### src/inc/tmr_pkg.sv
// Constants shared by the timer three control and counter logic.
package tmr_pkg;

	// ****************************************
	// Register addresses on page zero
	// ****************************************
	localparam logic [3:0] SFR_PAGE_TIMER = 4'h0;
	localparam logic [7:0] ADDR_CTRL      = 8'h91;
	localparam logic [7:0] ADDR_RLD_LOW   = 8'h92;
	localparam logic [7:0] ADDR_RLD_HIGH  = 8'h93;
	localparam logic [7:0] ADDR_CNT_LOW   = 8'h94;
	localparam logic [7:0] ADDR_CNT_HIGH  = 8'h95;

	// ****************************************
	// Control register field positions
	// ****************************************
	localparam int BIT_HIGH_OVF   = 7;
	localparam int BIT_LOW_OVF    = 6;
	localparam int BIT_LOW_IRQ_EN = 5;
	localparam int BIT_CAPTURE_EN = 4;
	localparam int BIT_SPLIT      = 3;
	localparam int BIT_RUN        = 2;
	localparam int BIT_XCLK_HI    = 1;
	localparam int BIT_XCLK_LO    = 0;

	// ****************************************
	// Reset values and limits
	// ****************************************
	localparam logic [7:0] CTRL_RESET = 8'h00;
	localparam logic [7:0] BYTE_RESET = 8'h00;
	localparam logic [7:0] BYTE_MAX   = 8'hff;
	localparam logic [7:0] BYTE_ONE   = 8'h01;
	localparam logic [1:0] XCLK_RESET = 2'h0;

	// ****************************************
	// Clock divider counts
	// ****************************************
	localparam logic [3:0] SYS_DIV_LAST  = 4'hb;
	localparam logic [3:0] SYS_DIV_ZERO  = 4'h0;
	localparam logic [3:0] SYS_DIV_STEP  = 4'h1;
	localparam logic [2:0] EXT_DIV_LAST  = 3'h7;
	localparam logic [2:0] EXT_DIV_ZERO  = 3'h0;
	localparam logic [2:0] EXT_DIV_STEP  = 3'h1;

	// ****************************************
	// External clock select encodings
	// ****************************************
	typedef enum logic [1:0] {
		XCLK_SYS_DIV12     = 2'b00,
		XCLK_EXT_DIV8      = 2'b01,
		XCLK_SYS_DIV12_ALT = 2'b10,
		XCLK_COMPARATOR    = 2'b11
	} tmr_xclk_e;

	// ****************************************
	// Register decode result
	// ****************************************
	typedef enum logic [2:0] {
		REG_NONE     = 3'b000,
		REG_CTRL     = 3'b001,
		REG_RLD_LOW  = 3'b010,
		REG_RLD_HIGH = 3'b011,
		REG_CNT_LOW  = 3'b100,
		REG_CNT_HIGH = 3'b101
	} tmr_reg_e;

endpackage

### src/hdl/tmr_timer_top.sv
// Timer three control register, flags and counter datapath.
`timescale 1ns/1ps
`default_nettype none

module tmr_timer_top (
	// Clock and reset.
	input  wire logic       core_clk,
	input  wire logic       rst_b,
	// Special function register access.
	input  wire logic [7:0] sfrAddr,
	input  wire logic [3:0] sfrPage,
	input  wire logic       sfrWrEn,
	input  wire logic [7:0] sfrWrData,
	input  wire logic       sfrRdEn,
	output logic      [7:0] sfrRdData,
	// System controls from outside the timer.
	input  wire logic       timerIrqEnable,
	input  wire logic       lowSysclkSelect,
	input  wire logic       highSysclkSelect,
	// Clock and trigger sources.
	input  wire logic       extOscIn,
	input  wire logic       comparatorIn,
	// Interrupt and event outputs.
	output logic            timerIrq,
	output logic            highOverflowPulse,
	output logic            lowOverflowPulse,
	output logic            captureEvent,
	// State views.
	output logic      [7:0] timerThreeControl,
	output logic     [15:0] countValue
);
	import tmr_pkg::*;

	// ****************************************
	// Register decode
	// ****************************************
	function automatic tmr_reg_e regSel(input logic [7:0] addr, input logic [3:0] page);
		tmr_reg_e sel;
		sel = REG_NONE;
		if (page == SFR_PAGE_TIMER) begin
			case (addr)
				ADDR_CTRL:     sel = REG_CTRL;
				ADDR_RLD_LOW:  sel = REG_RLD_LOW;
				ADDR_RLD_HIGH: sel = REG_RLD_HIGH;
				ADDR_CNT_LOW:  sel = REG_CNT_LOW;
				ADDR_CNT_HIGH: sel = REG_CNT_HIGH;
				default:       sel = REG_NONE;
			endcase
		end
		return sel;
	endfunction

	tmr_reg_e   regHit;
	logic       wrCtrl;
	logic       wrRldLow;
	logic       wrRldHigh;
	logic       wrCntLow;
	logic       wrCntHigh;

	assign regHit    = regSel(sfrAddr, sfrPage);
	assign wrCtrl    = sfrWrEn && (regHit == REG_CTRL);
	assign wrRldLow  = sfrWrEn && (regHit == REG_RLD_LOW);
	assign wrRldHigh = sfrWrEn && (regHit == REG_RLD_HIGH);
	assign wrCntLow  = sfrWrEn && (regHit == REG_CNT_LOW);
	assign wrCntHigh = sfrWrEn && (regHit == REG_CNT_HIGH);

	// ****************************************
	// Control register fields
	// ****************************************
	logic       highOvf_r;
	logic       lowOvf_r;
	logic       lowIrqEn_r;
	logic       captureEn_r;
	logic       splitMode_r;
	logic       runCtrl_r;
	logic [1:0] extClkSel_r;
	logic [7:0] ctrlValue;

	always_ff @(posedge core_clk or negedge rst_b) begin
		if (!rst_b) begin
			lowIrqEn_r  <= 1'b0;
			captureEn_r <= 1'b0;
			splitMode_r <= 1'b0;
			runCtrl_r   <= 1'b0;
			extClkSel_r <= XCLK_RESET;
		end else if (wrCtrl) begin
			lowIrqEn_r  <= sfrWrData[BIT_LOW_IRQ_EN];
			captureEn_r <= sfrWrData[BIT_CAPTURE_EN];
			splitMode_r <= sfrWrData[BIT_SPLIT];
			runCtrl_r   <= sfrWrData[BIT_RUN];
			extClkSel_r <= sfrWrData[BIT_XCLK_HI:BIT_XCLK_LO];
		end
	end

	always_comb begin
		ctrlValue                           = CTRL_RESET;
		ctrlValue[BIT_HIGH_OVF]             = highOvf_r;
		ctrlValue[BIT_LOW_OVF]              = lowOvf_r;
		ctrlValue[BIT_LOW_IRQ_EN]           = lowIrqEn_r;
		ctrlValue[BIT_CAPTURE_EN]           = captureEn_r;
		ctrlValue[BIT_SPLIT]                = splitMode_r;
		ctrlValue[BIT_RUN]                  = runCtrl_r;
		ctrlValue[BIT_XCLK_HI:BIT_XCLK_LO]  = extClkSel_r;
	end

	// ****************************************
	// Tick sources
	// ****************************************
	logic lowTick;
	logic highTick;
	logic captureTick;

	tmr_clk_select clkSelect (
		.core_clk         (core_clk),
		.rst_b            (rst_b),
		.extClockSelect   (extClkSel_r),
		.lowSysclkSelect  (lowSysclkSelect),
		.highSysclkSelect (highSysclkSelect),
		.extOscIn         (extOscIn),
		.comparatorIn     (comparatorIn),
		.lowTick          (lowTick),
		.highTick         (highTick),
		.captureTick      (captureTick)
	);

	// ****************************************
	// Counting and reload
	// ****************************************
	logic [7:0] reloadLow_r;
	logic [7:0] reloadHigh_r;
	logic       incr      [2];
	logic       reloadNow [2];
	logic [7:0] reloadVal [2];
	logic       loadNow   [2];
	logic [7:0] cntByte   [2];
	logic       atMax     [2];
	logic       lowWrap;
	logic       highWrap;
	logic       reloadAllowed;
	logic       captureHit;

	always_comb begin
		if (splitMode_r) begin
			incr[0] = lowTick;
			incr[1] = runCtrl_r && highTick;
		end else begin
			incr[0] = runCtrl_r && lowTick;
			incr[1] = incr[0] && atMax[0];
		end
	end

	assign lowWrap       = incr[0] && atMax[0];
	assign highWrap      = incr[1] && atMax[1];
	assign reloadAllowed = !captureEn_r;
	assign captureHit    = captureEn_r && captureTick;

	// In sixteen-bit mode a low wrap alone just rolls to zero.
	assign reloadNow[0] = reloadAllowed && lowWrap && (splitMode_r || highWrap);
	assign reloadNow[1] = reloadAllowed && highWrap;
	assign reloadVal[0] = reloadLow_r;
	assign reloadVal[1] = reloadHigh_r;
	assign loadNow[0]   = wrCntLow;
	assign loadNow[1]   = wrCntHigh;

	genvar gi;
	generate
		for (gi = 0; gi < 2; gi++) begin : gByte
			tmr_byte_counter byteCounter (
				.core_clk    (core_clk),
				.rst_b       (rst_b),
				.incr        (incr[gi]),
				.reloadNow   (reloadNow[gi]),
				.reloadValue (reloadVal[gi]),
				.loadNow     (loadNow[gi]),
				.loadValue   (sfrWrData),
				.countValue  (cntByte[gi]),
				.atMax       (atMax[gi])
			);
		end
	endgenerate

	// A capture overrides a software write to the reload pair.
	always_ff @(posedge core_clk or negedge rst_b) begin
		if (!rst_b) begin
			reloadLow_r  <= BYTE_RESET;
			reloadHigh_r <= BYTE_RESET;
		end else if (captureHit) begin
			reloadLow_r  <= cntByte[0];
			reloadHigh_r <= cntByte[1];
		end else begin
			if (wrRldLow) begin
				reloadLow_r <= sfrWrData;
			end
			if (wrRldHigh) begin
				reloadHigh_r <= sfrWrData;
			end
		end
	end

	// ****************************************
	// Overflow flags
	// ****************************************
	logic highOvf_nxt;
	logic lowOvf_nxt;
	logic highSet;

	assign highSet = highWrap || captureHit;

	always_comb begin
		highOvf_nxt = highOvf_r;
		lowOvf_nxt  = lowOvf_r;
		if (wrCtrl) begin
			highOvf_nxt = sfrWrData[BIT_HIGH_OVF];
			lowOvf_nxt  = sfrWrData[BIT_LOW_OVF];
		end
		if (highSet) begin
			highOvf_nxt = 1'b1;
		end
		if (lowWrap) begin
			lowOvf_nxt = 1'b1;
		end
	end

	always_ff @(posedge core_clk or negedge rst_b) begin
		if (!rst_b) begin
			highOvf_r <= 1'b0;
			lowOvf_r  <= 1'b0;
		end else begin
			highOvf_r <= highOvf_nxt;
			lowOvf_r  <= lowOvf_nxt;
		end
	end

	// ****************************************
	// Event pulses
	// ****************************************
	logic highPulse_r;
	logic lowPulse_r;
	logic capturePulse_r;

	always_ff @(posedge core_clk or negedge rst_b) begin
		if (!rst_b) begin
			highPulse_r    <= 1'b0;
			lowPulse_r     <= 1'b0;
			capturePulse_r <= 1'b0;
		end else begin
			highPulse_r    <= highSet;
			lowPulse_r     <= lowWrap;
			capturePulse_r <= captureHit;
		end
	end

	// ****************************************
	// Read data
	// ****************************************
	logic [7:0] rdData_r;

	always_ff @(posedge core_clk or negedge rst_b) begin
		if (!rst_b) begin
			rdData_r <= BYTE_RESET;
		end else if (sfrRdEn) begin
			case (regHit)
				REG_CTRL:     rdData_r <= ctrlValue;
				REG_RLD_LOW:  rdData_r <= reloadLow_r;
				REG_RLD_HIGH: rdData_r <= reloadHigh_r;
				REG_CNT_LOW:  rdData_r <= cntByte[0];
				REG_CNT_HIGH: rdData_r <= cntByte[1];
				default:      rdData_r <= BYTE_RESET;
			endcase
		end
	end

	// ****************************************
	// Outputs
	// ****************************************
	// The request holds as long as an enabled flag stays set.
	assign timerIrq          = timerIrqEnable && (highOvf_r || (lowIrqEn_r && lowOvf_r));
	assign highOverflowPulse = highPulse_r;
	assign lowOverflowPulse  = lowPulse_r;
	assign captureEvent      = capturePulse_r;
	assign sfrRdData         = rdData_r;
	assign timerThreeControl = ctrlValue;
	assign countValue        = {cntByte[1], cntByte[0]};

endmodule
`default_nettype wire

### src/hdl/tmr_byte_counter.sv
// One eight-bit count byte with software load and auto-reload.
`timescale 1ns/1ps
`default_nettype none

module tmr_byte_counter (
	// Clock and reset.
	input  wire logic       core_clk,
	input  wire logic       rst_b,
	// Counting control.
	input  wire logic       incr,
	input  wire logic       reloadNow,
	input  wire logic [7:0] reloadValue,
	// Software write.
	input  wire logic       loadNow,
	input  wire logic [7:0] loadValue,
	// Count state.
	output logic      [7:0] countValue,
	output logic            atMax
);
	import tmr_pkg::*;

	logic [7:0] count_r;

	// A software write wins over counting in the same cycle.
	always_ff @(posedge core_clk or negedge rst_b) begin
		if (!rst_b) begin
			count_r <= BYTE_RESET;
		end else if (loadNow) begin
			count_r <= loadValue;
		end else if (reloadNow) begin
			count_r <= reloadValue;
		end else if (incr) begin
			count_r <= 8'(count_r + BYTE_ONE);
		end
	end

	assign countValue = count_r;
	assign atMax      = (count_r == BYTE_MAX);

endmodule
`default_nettype wire

### src/hdl/tmr_clk_select.sv
// Count tick and capture trigger generation for timer three.
`timescale 1ns/1ps
`default_nettype none

module tmr_clk_select (
	// Clock and reset.
	input  wire logic       core_clk,
	input  wire logic       rst_b,
	// Source selection.
	input  wire logic [1:0] extClockSelect,
	input  wire logic       lowSysclkSelect,
	input  wire logic       highSysclkSelect,
	// Raw sources, synchronous to core_clk.
	input  wire logic       extOscIn,
	input  wire logic       comparatorIn,
	// Ticks.
	output logic            lowTick,
	output logic            highTick,
	output logic            captureTick
);
	import tmr_pkg::*;

	logic [3:0] sysDiv_r;
	logic [2:0] extDiv_r;
	logic       extOscPrev_r;
	logic       compPrev_r;
	logic       sysDiv12Tick;
	logic       extRise;
	logic       extDiv8Tick;
	logic       compRise;
	logic       externalTick;

	// ****************************************
	// Dividers and edge detectors
	// ****************************************
	always_ff @(posedge core_clk or negedge rst_b) begin
		if (!rst_b) begin
			sysDiv_r <= SYS_DIV_ZERO;
		end else if (sysDiv_r == SYS_DIV_LAST) begin
			sysDiv_r <= SYS_DIV_ZERO;
		end else begin
			sysDiv_r <= 4'(sysDiv_r + SYS_DIV_STEP);
		end
	end

	always_ff @(posedge core_clk or negedge rst_b) begin
		if (!rst_b) begin
			extOscPrev_r <= 1'b0;
			compPrev_r   <= 1'b0;
		end else begin
			extOscPrev_r <= extOscIn;
			compPrev_r   <= comparatorIn;
		end
	end

	always_ff @(posedge core_clk or negedge rst_b) begin
		if (!rst_b) begin
			extDiv_r <= EXT_DIV_ZERO;
		end else if (extRise) begin
			extDiv_r <= 3'(extDiv_r + EXT_DIV_STEP);
		end
	end

	assign sysDiv12Tick = (sysDiv_r == SYS_DIV_LAST);
	assign extRise      = extOscIn && !extOscPrev_r;
	assign extDiv8Tick  = extRise && (extDiv_r == EXT_DIV_LAST);
	assign compRise     = comparatorIn && !compPrev_r;

	// ****************************************
	// Source multiplexers
	// ****************************************
	always_comb begin
		case (tmr_xclk_e'(extClockSelect))
			XCLK_SYS_DIV12:     externalTick = sysDiv12Tick;
			XCLK_EXT_DIV8:      externalTick = extDiv8Tick;
			XCLK_SYS_DIV12_ALT: externalTick = sysDiv12Tick;
			XCLK_COMPARATOR:    externalTick = compRise;
			default:            externalTick = sysDiv12Tick;
		endcase
	end

	// Capture follows the comparator for 00 and 10, else the divided oscillator.
	assign captureTick = extClockSelect[0] ? extDiv8Tick : compRise;
	assign lowTick     = lowSysclkSelect ? 1'b1 : externalTick;
	assign highTick    = highSysclkSelect ? 1'b1 : externalTick;

endmodule
`default_nettype wire

### config.mk
export PLATFORM = sky130hd
export DESIGN_NAME = tmr_timer_top
export DESIGN_NICKNAME = d
export VERILOG_FILES = /design/src/inc/tmr_pkg.sv /design/src/hdl/tmr_timer_top.sv /design/src/hdl/tmr_byte_counter.sv /design/src/hdl/tmr_clk_select.sv
export SDC_FILE = /design/constraint.sdc
export NUM_CORES = 1
export LEC_CHECK = 0
export ABC_AREA = 0
export ABC_CLOCK_PERIOD_IN_PS = 2400
export BUFFER_PORTS_ARGS = -buffer_cell sky130_fd_sc_hd__clkbuf_2
export CORE_MARGIN = 10
export CORE_UTILIZATION = 50
export DETAILED_ROUTE_END_ITERATION = 7
export PLACE_DENSITY = 0.87
export SLEW_MARGIN = 5
export SYNTH_ARGS = -nofsm -noshare
export SYNTH_HDL_FRONTEND = slang
export SYNTH_SLANG_ARGS = --single-unit
export TNS_END_PERCENT = 5
### constraint.sdc
create_clock -name core_clk -period 2.4 [get_ports core_clk]
set_input_delay 0.12 -clock core_clk [delete_from_list [all_inputs] [get_ports core_clk]]
set_output_delay 0.12 -clock core_clk [all_outputs]
set_load 0.03 [all_outputs]
==> results of run 1 <==
critical path, cell delays in order (launching register included):
cell and delay [ns]:
dfrtp_1 0.39, ha_2 0.18, ha_1 0.18, and4bb_2 0.25
a2111oi_4 0.47, o21ai_2 0.10, and2_4 0.20, a31o_1 0.23
a211o_1 0.22
sequential cells by signal (all words and copies together), names as in the netlist, 2 cells and up:
signal and flops:
gByte.byteCounter.countValue 16, reloadHigh_r 8, reloadLow_r 8, sfrRdData 8, clkSelect.sysDiv_r 4, clkSelect.extDiv_r 3
extClkSel_r 2
final timing paths:
kind,start,to,slack [ns],depth (start not counted)
setup / recovery,clkSelect.extDiv_r[0],highOvf_r,0.06,8
hold / removal,sfrWrData[1],gByte[1].byteCounter.countValue[1],0.1,3
setup reg to reg,clkSelect.extDiv_r[0],highOvf_r,0.06,8
hold reg to reg,clkSelect.sysDiv_r[0],clkSelect.sysDiv_r[0],0.49,1
max in group asynchronous,rst_b,captureEn_r,1.40,3
min in group asynchronous,rst_b,reloadLow_r[5],0.48,3
routing by layer:
metal / up-vias / track usage [%] / share of wire [%]
met3: 38 / 5.82 / 11
met4: 0 / 7.56 / 3.0
li1: 1504 / - / -
met2: 216 / 29.4 / 46
met1: 1588 / 23.6 / 40
met5: - / 0 / 0
kinds of logic after synthesis:
group,synth area share (%)
AO/OA/AOI/OAI,17.2
XOR/XNOR,2.76
adder cells (fa/ha/maj),1.79
buffers and inverters,5.77
flip-flops,43.0
multiplexers,10.9
AND/OR/NAND/NOR,18.6
power by group:
group	switching (mW)	internal, mW	total (mW)
sequential	0.0345	1.06	1.09
clock	0.400	0.666	1.07
combinational	0.189	0.138	0.327
total	0.624	1.86	2.49
placed cells by master, fill, tap and decap left out, types with 9 or more instances in the layout:
cell type and instances:
dfrtp_1 60, clkbuf_2 64, buf_4 35, clkbuf_8 12, mux2i_1 29, nand2_1 39
nand3_1 18, nor2_1 22, inv_1 12, a21oi_1 12, o22ai_1 9, o21ai_0 22
through the flow:
stage | power [mW] | instances | utilization (%)
6_report | 2.49 | 550 | 63.6
5_1_grt | 2.57 | 550 | 63.6
4_1_cts | 2.48 | 544 | 62.7
3_5_place_dp | 1.41 | 525 | 58.8
3_3_place_gp | 1.39 | 525 | 58.8
2_1_floorplan | 1.27 | 367 | -
final cells by class:
type / count / area, µm² / share of cell area, %
Multi-Input combinational cell: 264 / 1810 / 41.8
Tap cell: 96 / 120 / 2.78
Sequential cell: 60 / 1500 / 34.8
Timing Repair Buffer: 102 / 613 / 14.2
Clock buffer: 12 / 165 / 3.82
Clock inverter: 4 / 70.1 / 1.62
Inverter: 12 / 45.0 / 1.04
timing repair:
item | 4_1_cts | 5_1_grt
hold buffers | 3 | 0
setup endpoints to repair | 0 | 3
gates resized for setup | 0 | 3
endpoints found under the hold margin | 62 | 0
buffers inserted | 0 | 6
==> reports/metrics.yaml, run 1 <==
yosys:
  ys_ff_latch: 60
  synth.top_cell.area_share_pct: 43.0
  synth_warnings: 0
  synthCells: 367
  synth_fp_nets: 401
  synth_edf_count: 0
  netlist_area_um2: 3490
  yosysMostFrequentCell: "dfrtp_1"
  synth.avg_cell_area_um2: 9.52
  yosys-top-cells-area: "dfrtp_1 (43%), mux2i_1 (8.3%), nand2_1 (4.3%)"
  synth_top_area_cell: "dfrtp_1"
  ys_types: 55
  ys_seq_area_share_pct: 43.0
  synthTopCellsByCount: "dfrtp_1 (60), nand2_1 (40), mux2i_1 (29)"
  async_flop_share_pct: 100
  synth_flop_cell: "dfrtp_1"
finish:
  area_growth_pct: 23.7
  fillCellCount: 546
  final_nets: 483
  stdcell_area_um2: 4320
  drive_gt1_share_pct: 30.4
  antennaDiodeCount: 0
sta:
  fin_ws_ns: 0.0552
  slew_headroom_pct: 48.2
  fin_crit_ns: 2.34
  max_freq_ghz: 0.426
  setup_viol: 0
  hold_viol_final: 0
  post-route-period-util_pct: 97.7
  worst_slew_pin_slew_ns: 0.777
  skew_ns: 0.00905
  whs_ns: 0.0955
  setup_tns_ns: 0
  slew_violations: 0
  rsz0062_at_grt: "yes"
setup_path:
  arrival_ns: 2.58
  critical_path_required_ns: 2.63
  crit_path_start_kind: "flop"
  crit_type: "flop to flop"
  end_kind: "flop"
  crit_path_max_fanout: 7
place:
  post-place-ws_ns: 0.0431
  dp_hpwl_mm: 7.70
  placed_cell_area_um2: 4000
  port_buffers: 64
  globalplace.congestion: 0.951
clock_tree:
  cts_buffers: 9
  root_buffer: "clkbuf_8"
  ctsLongestPathBuffers: 2
  cts_tree: "done"
  clk_latency_ns: 0.34
  cts.sinks: 60
  h-tree-depth: 3
  clk_pin_slew_ns: 0.07
detailed_routing:
  drt_wl_total_mm: 10.6
  routedWlPerCell_um: 19.3
  drt_iter0_drc: 316
  via_per_inst: 6.08
  vias: 3346
  drt-pass1-iter-count: 6
  drc: 0
  ant_nets: 0
pwr:
  p_leak_nw: 2.00
  vdd_drop_max_mv: 0.436
  p_per_area_nw_per_um2: 575
grt:
  grt-ovfl-total: 0
  grt_max_degree: 61
  grt_util_all_layers_pct: 18.8
  antenna_found_initial: 0
  grt_pass1_vias: 3238
  grt_pass1_wl_mm: 16.7
floorplan:
  fp.coreArea_um2: 6790
  num_io_pins: 65
  die_h_um: 104
  fp.dieW_um: 104
  row_count: 30
  die_area_um2: 10700
  initial_utilization_pct: 51.4
worst_hold_path:
  hold_class: "primary input to flop"
status:
  outcome: "complete, no violations"
job:
  cap_violations: 0
Note: power is estimated with default switching activity, not from simulation.
==> run 2, diff against run 1 <==
==> constraint.sdc (replaced) <==
create_clock -name core_clk -period 2.4 [get_ports core_clk]
set_input_delay 0.48 -clock core_clk [delete_from_list [all_inputs] [get_ports core_clk]]
set_output_delay 0.48 -clock core_clk [all_outputs]
set_load 0.03 [all_outputs]
==> reports/metrics.yaml, run 2 (synthesis results as in run 1) <==
clock_tree:
  clk_pin_slew_ns: 0.07
  cts.sinks: 60
  cts_buffers: 9
  ctsLongestPathBuffers: 2
  cts_tree: "done"
  cts_hold_buf: 0
  root_buffer: "clkbuf_8"
  clk_latency_ns: 0.34
  h-tree-depth: 3
setup_path:
  cp_cell_sequence: "ha_2 -> ha_4 -> and4bb_2 -> a2111oi_4 -> buf_4 -> a2111oi_2 -> buf_4 -> a211oi_1 -> o31ai_1"
  cp-endpoint: "gByte[0].byteCounter.countValue[0]"
  crit_type: "flop to flop"
  cp_num_cells: 9
  ff2ff_path_depth: 9
  crit_path_top_delay_cell: "a2111oi_4"
  timing.critical_path.buf_inv: 2
  arrival_ns: 2.56
  startpoint: "clkSelect.extDiv_r[1]"
  crit_path_max_fanout: 7
  end_kind: "flop"
  critPathTopFamily: "compound AO/OA/AOI/OAI gates"
  cp_slowest_stage_delay_ns: 0.40
  crit_path_frequent_cell: "buf_4"
  critical_path_required_ns: 2.61
  r2r-start: "clkSelect.extDiv_r[1]"
  r2r_slack_ns: 0.05
  rr_endpoint: "gByte[0].byteCounter.countValue[0]"
  crit_path_start_kind: "flop"
grt:
  grt_util_all_layers_pct: 19.4
  grt_max_degree: 61
  grt-ovfl-total: 0
  grt_pass1_vias: 3324
  grt_pass1_wl_mm: 17.3
  antenna_found_initial: 0
sta:
  setup_tns_ns: 0
  slew_violations: 0
  skew_ns: 0.00655
  worst_slew_pin_slew_ns: 0.590
  setup_viol: 0
  max_freq_ghz: 0.426
  fin_crit_ns: 2.35
  post-route-period-util_pct: 97.8
  slew_headroom_pct: 60.6
  hold_viol_final: 0
  rsz0062_at_grt: "yes"
detailed_routing:
  drt_wl_total_mm: 11.0
  ant_nets: 0
  drc: 0
  drt-pass1-iter-count: 5
  vias: 3380
  drt_iter0_drc: 365
  via_per_inst: 6.20
  routedWlPerCell_um: 20.2
finish:
  mostFrequentLayoutCell: "clkbuf_2"
  area_growth_pct: 23.1
  drive_gt1_share_pct: 31.4
  largest_register_ff_count: 16
  stdcell_area_um2: 4300
  antennaDiodeCount: 0
  finish.utilization_pct: 63.3
  final_cell_mix: "clkbuf_2 (64), dfrtp_1 (60), nand2_1 (39), buf_4 (32), mux2i_1 (28)"
  final_nets: 480
floorplan:
  fp.coreArea_um2: 6790
  initial_utilization_pct: 51.4
  die_h_um: 104
  num_io_pins: 65
  fp.dieW_um: 104
  row_count: 30
  die_area_um2: 10700
place:
  globalplace.congestion: 0.940
  port_buffers: 64
  dp_hpwl_mm: 7.85
  placed_cell_area_um2: 4020
job:
  cap_violations: 0
pwr:
  p_per_area_nw_per_um2: 546
  vdd_drop_max_mv: 0.383
  p_leak_nw: 1.97
status:
  outcome: "complete, no violations"
worst_hold_path:
  hold_class: "primary input to asynchronous set/reset pin"
## run 2: area by class of cell
cell class	count	area (µm²)
Timing Repair Buffer	99	603
Inverter	12	45.0
Multi-Input combinational cell	264	1840
Clock buffer	12	155
Tap cell	96	120
Fill cell	527	2490
Clock inverter	2	35.0
Sequential cell	60	1500
## run 2: stage by stage
stage	setup WS [ns]	hold slack, ns	instances	total power [mW]
global placement	0.173	0.439	526	1.38
global route	-0.0812	0.189	545	2.42
detailed placement	0.119	0.470	526	1.40
finish	0.0517	0.147	545	2.35
CTS	0.0713	0.164	540	2.31
floorplan	-0.0137	0.184	367	1.27
## run 2: report_power, final
group          internal (mW)  switching, mW  total (mW)
combinational          0.137          0.183       0.321
sequential              1.06         0.0528        1.11
clock                  0.524          0.394       0.917
total                   1.72          0.630        2.35
## run 2: what timing repair did
action	4_1_cts	5_1_grt
setup endpoints to repair	0	11
hold endpoints to repair	0	0
buffers inserted	0	5
gates resized for setup	0	14
## run 2: worst min path at each step
| stage | start | to | slack [ns] | cells after the start |
|---|---|---|---|---|
| floorplan | rst_b | captureEn_r | 0.18 | 0 |
| global placement | clkSelect.sysDiv_r[0] | clkSelect.sysDiv_r[0] | 0.44 | 1 |
| detailed placement | clkSelect.extDiv_r[0] | clkSelect.extDiv_r[0] | 0.47 | 1 |
| CTS | rst_b | clkSelect.extOscPrev_r | 0.16 | 2 |
| global route | rst_b | lowOvf_r | 0.19 | 2 |
| finish | rst_b | lowOvf_r | 0.15 | 2 |
## run 2: metal layers
metal	GRT usage [%]	share of wire, %	vias to the layer above	routed length, µm
met5	0	0	-	0
met4	8.97	3.8	0	416
met3	5.70	11	47	1210
met2	30.1	46	240	5040
met1	24.3	40	1605	4350
li1	-	-	1488	-
## run 2: worst register-to-register path: cells and delay by family (launching register included)
| kind | cells | cell delay (ns) |
|---|---|---|
| AO/OA/AOI/OAI | 4 | 0.84 |
| adder cells (fa/ha/maj) | 2 | 0.38 |
| flip-flops | 1 | 0.39 |
| AND/OR/NAND/NOR | 1 | 0.25 |
| buffers and inverters | 2 | 0.37 |
==> run 3, diff against run 2 <==
--- a/config.mk
+++ b/config.mk
@@ -5,12 +5,12 @@
 export SDC_FILE = /design/constraint.sdc
 export NUM_CORES = 1
 export LEC_CHECK = 0
-export ABC_AREA = 0
+export ABC_AREA = 1
 export ABC_CLOCK_PERIOD_IN_PS = 2400
-export BUFFER_PORTS_ARGS = -buffer_cell sky130_fd_sc_hd__clkbuf_2
-export CORE_MARGIN = 10
-export CORE_UTILIZATION = 50
+export CORE_MARGIN = 2
+export CORE_UTILIZATION = 58
 export DETAILED_ROUTE_END_ITERATION = 7
+export DONT_BUFFER_PORTS = 1
 export PLACE_DENSITY = 0.87
 export SLEW_MARGIN = 5
 export SYNTH_ARGS = -nofsm -noshare
==> reports/metrics.yaml, run 3 <==
status:
  outcome: "complete, no violations"
detailed_routing:
  drt-pass1-iter-count: 5
  via_per_inst: 6.01
  drt_iter0_drc: 463
  ant_nets: 0
  vias: 3894
  drt_wl_total_mm: 11.0
  drc: 0
  routedWlPerCell_um: 17.0
place:
  placed_cell_area_um2: 4070
  dp_hpwl_mm: 8.23
  port_buffers: 0
  globalplace.congestion: 0.966
sta:
  slew_headroom_pct: 61.1
  max_freq_ghz: 0.466
  whs_ns: 0.161
  rsz0062_at_grt: "no"
  fin_crit_ns: 2.15
  setup_viol: 0
  worst_slew_pin_slew_ns: 0.584
  slew_violations: 0
  post-route-period-util_pct: 89.5
  setup_tns_ns: 0
  hold_viol_final: 0
  skew_ns: 0.0122
pwr:
  p_leak_nw: 2.27
  swShare_pct: 35.9
  power.internal_mw: 2.14
  p_per_area_nw_per_um2: 770
  p_comb_share_pct: 28.0
  vdd_drop_max_mv: 0.422
  clkPwrFrac_pct: 31.8
  power.share.sequential_pct: 40.2
  p_sw_mw: 1.20
floorplan:
  die_area_um2: 7390
  row_count: 29
  fp.coreArea_um2: 6420
  num_io_pins: 65
  initial_utilization_pct: 60.6
  die_h_um: 86.0
  fp.dieW_um: 86.0
finish:
  antennaDiodeCount: 0
  largest_register_ff_count: 16
  finish.utilization_pct: 67.4
  final_nets: 601
  stdcell_area_um2: 4330
  fillCellCount: 537
  seqCellArea_um2: 1500
  area_growth_pct: 11.2
  final_cell_mix: "nand2_1 (183), nand3_1 (81), inv_1 (78), dfrtp_1 (60), buf_4 (22)"
  mostFrequentLayoutCell: "nand2_1"
  multi_input_area_um2: 2000
  drive_gt1_share_pct: 12.8
worst_hold_path:
  worstHoldStart: "comparatorIn"
  hold_depth: 0
  hold_class: "primary input to flop"
  holdPathEnd: "clkSelect.compPrev_r"
grt:
  grt_pass1_vias: 3799
  grt_max_degree: 61
  antenna_found_initial: 0
  grt_pass1_wl_mm: 18.2
  grt_util_all_layers_pct: 32.0
  grt-ovfl-total: 0
yosys:
  synthTopCellsByCount: "nand2_1 (183), nand3_1 (81), inv_1 (78)"
  yosys.area_share.simple_pct: 39.9
  synth-compound-area-share_pct: 6.36
  synth.avg_cell_area_um2: 7.13
  ys_seq_area_share_pct: 38.5
  synth_warnings: 0
  yosys-top-cells-area: "dfrtp_1 (39%), nand2_1 (18%), nand3_1 (10%)"
  async_flop_share_pct: 100
  synth_top_family_by_area: "simple AND/OR/NAND/NOR gates"
  synth_adder_area_share_pct: 1.61
  synth_top_area_cell: "dfrtp_1"
  synth_flop_cell: "dfrtp_1"
  yosysMostFrequentCell: "nand2_1"
  synthCells: 546
  netlist_area_um2: 3890
  ys_ff_latch: 60
  synth.top_cell.area_share_pct: 38.5
  synth_fp_nets: 580
  ys_types: 35
  synth_xor_area_share_pct: 2.92
  synth_edf_count: 0
  synth.mux.area_fraction_pct: 0.514
setup_path:
  critical_path_required_ns: 2.68
  crit_path_top_delay_cell: "nor2_1"
  arrival_ns: 2.43
  crit_path_start_kind: "flop"
  crit_path_frequent_cell: "nand2_1"
  cp_slowest_stage_delay_ns: 0.48
  cp_cell_sequence: "ha_1 -> nand3_1 -> nor2_1 -> nand2_1 -> nand2_1 -> nand2_2 -> nor2_1 -> nand3_1 -> nand2_1"
  ff2ff_path_depth: 9
  crit_path_max_fanout: 10
  rr_endpoint: "gByte[1].byteCounter.countValue[0]"
  r2r_slack_ns: 0.25
  crit_type: "flop to flop"
  end_kind: "flop"
  r2r-start: "gByte[0].byteCounter.countValue[0]"
clock_tree:
  clk_latency_ns: 0.35
  h-tree-depth: 3
  cts_buffers: 9
  root_buffer: "clkbuf_8"
  clk_pin_slew_ns: 0.07
  cts_tree: "done"
  ctsLongestPathBuffers: 2
  cts.sinks: 60
  cts_resized: 0
job:
  cap_violations: 0
run 3: cell types whose count changed after synthesis, sizes merged, moves of 13 or more:
| cell | change |
|---|---|
| nand2 | +152 |
| mux2i | -27 |
| nand4 | +13 |
| inv | +69 |
| o21ai | -17 |
| nand3 | +69 |
| o211ai | +13 |
run 3: cells by family (layout without fill, tap and decap cells):
family / Yosys count / count (layout)
adders and majority gates: 5 / 5
and+or+nand+nor: 333 / 333
DFF: 60 / 60
muxes: 2 / 2
buffers and inverters: 96 / 121
xor gates and xnor gates: 13 / 13
AOI/OAI and AO/OA: 37 / 37
run 3: what timing repair did:
item	4_1_cts	5_1_grt
hold buffers	2	0
hold endpoints to repair	60	0
setup buffers	0	0
run 3: how the worst max path moves through the flow:
stage	startpoint	to	slack (ns)
3_5_place_dp	sfrAddr[4]	highOvf_r	0.25
5_1_grt	gByte[0].byteCounter.countValue[1]	gByte[1].byteCounter.countValue[0]	0.13
3_3_place_gp	sfrAddr[4]	highOvf_r	0.34
4_1_cts	gByte[0].byteCounter.countValue[0]	gByte[1].byteCounter.countValue[0]	0.32
6_report	gByte[0].byteCounter.countValue[0]	gByte[1].byteCounter.countValue[0]	0.25
2_1_floorplan	gByte[1].byteCounter.countValue[0]	gByte[0].byteCounter.countValue[0]	0.39
run 3: critical path: cells and delay by family (launching register included):
| kind | cells | cell delay (ns) |
|---|---|---|
| DFF | 1 | 0.35 |
| and+or+nand+nor | 8 | 1.51 |
| adders and majority gates | 1 | 0.22 |
run 3: power groups by stage:
stage / Combinational, mW / Clock, mW / Sequential (mW)
floorplan: 0.458 / 0 / 1.51
global placement: 0.864 / 0 / 1.35
detailed placement: 0.896 / 0 / 1.36
CTS: 0.932 / 1.07 / 1.34
global route: 1.04 / 1.11 / 1.36
finish: 0.932 / 1.06 / 1.34
run 3: metal layers:
| metal | global-route usage, % | vias up | routed length (µm) |
|---|---|---|---|
| met1 | 40.3 | 1804 | 4280 |
| met2 | 50.8 | 246 | 4980 |
| met5 | 0 | - | 0 |
| li1 | - | 1798 | - |
| met4 | 13.6 | 0 | 412 |
| met3 | 10.4 | 46 | 1350 |
run 3: cell type report:
class,count,share of cell area [%]
multi-input cells,390,46.2
repair buffers,24,4.68
flip-flops and latches,60,34.7
well taps,77,2.22
inverters,82,7.11
clock inverters,4,1.68
clock buffers,11,3.50
run 3: stage by stage:
| step | setup slack (ns) | std cells | power, mW |
|---|---|---|---|
| 2_1_floorplan | 0.394 | 546 | 1.97 |
| 6_report | 0.253 | 648 | 3.34 |
| 5_1_grt | 0.132 | 648 | 3.50 |
| 4_1_cts | 0.323 | 648 | 3.34 |
| 3_3_place_gp | 0.339 | 631 | 2.21 |
| 3_5_place_dp | 0.253 | 631 | 2.25 |
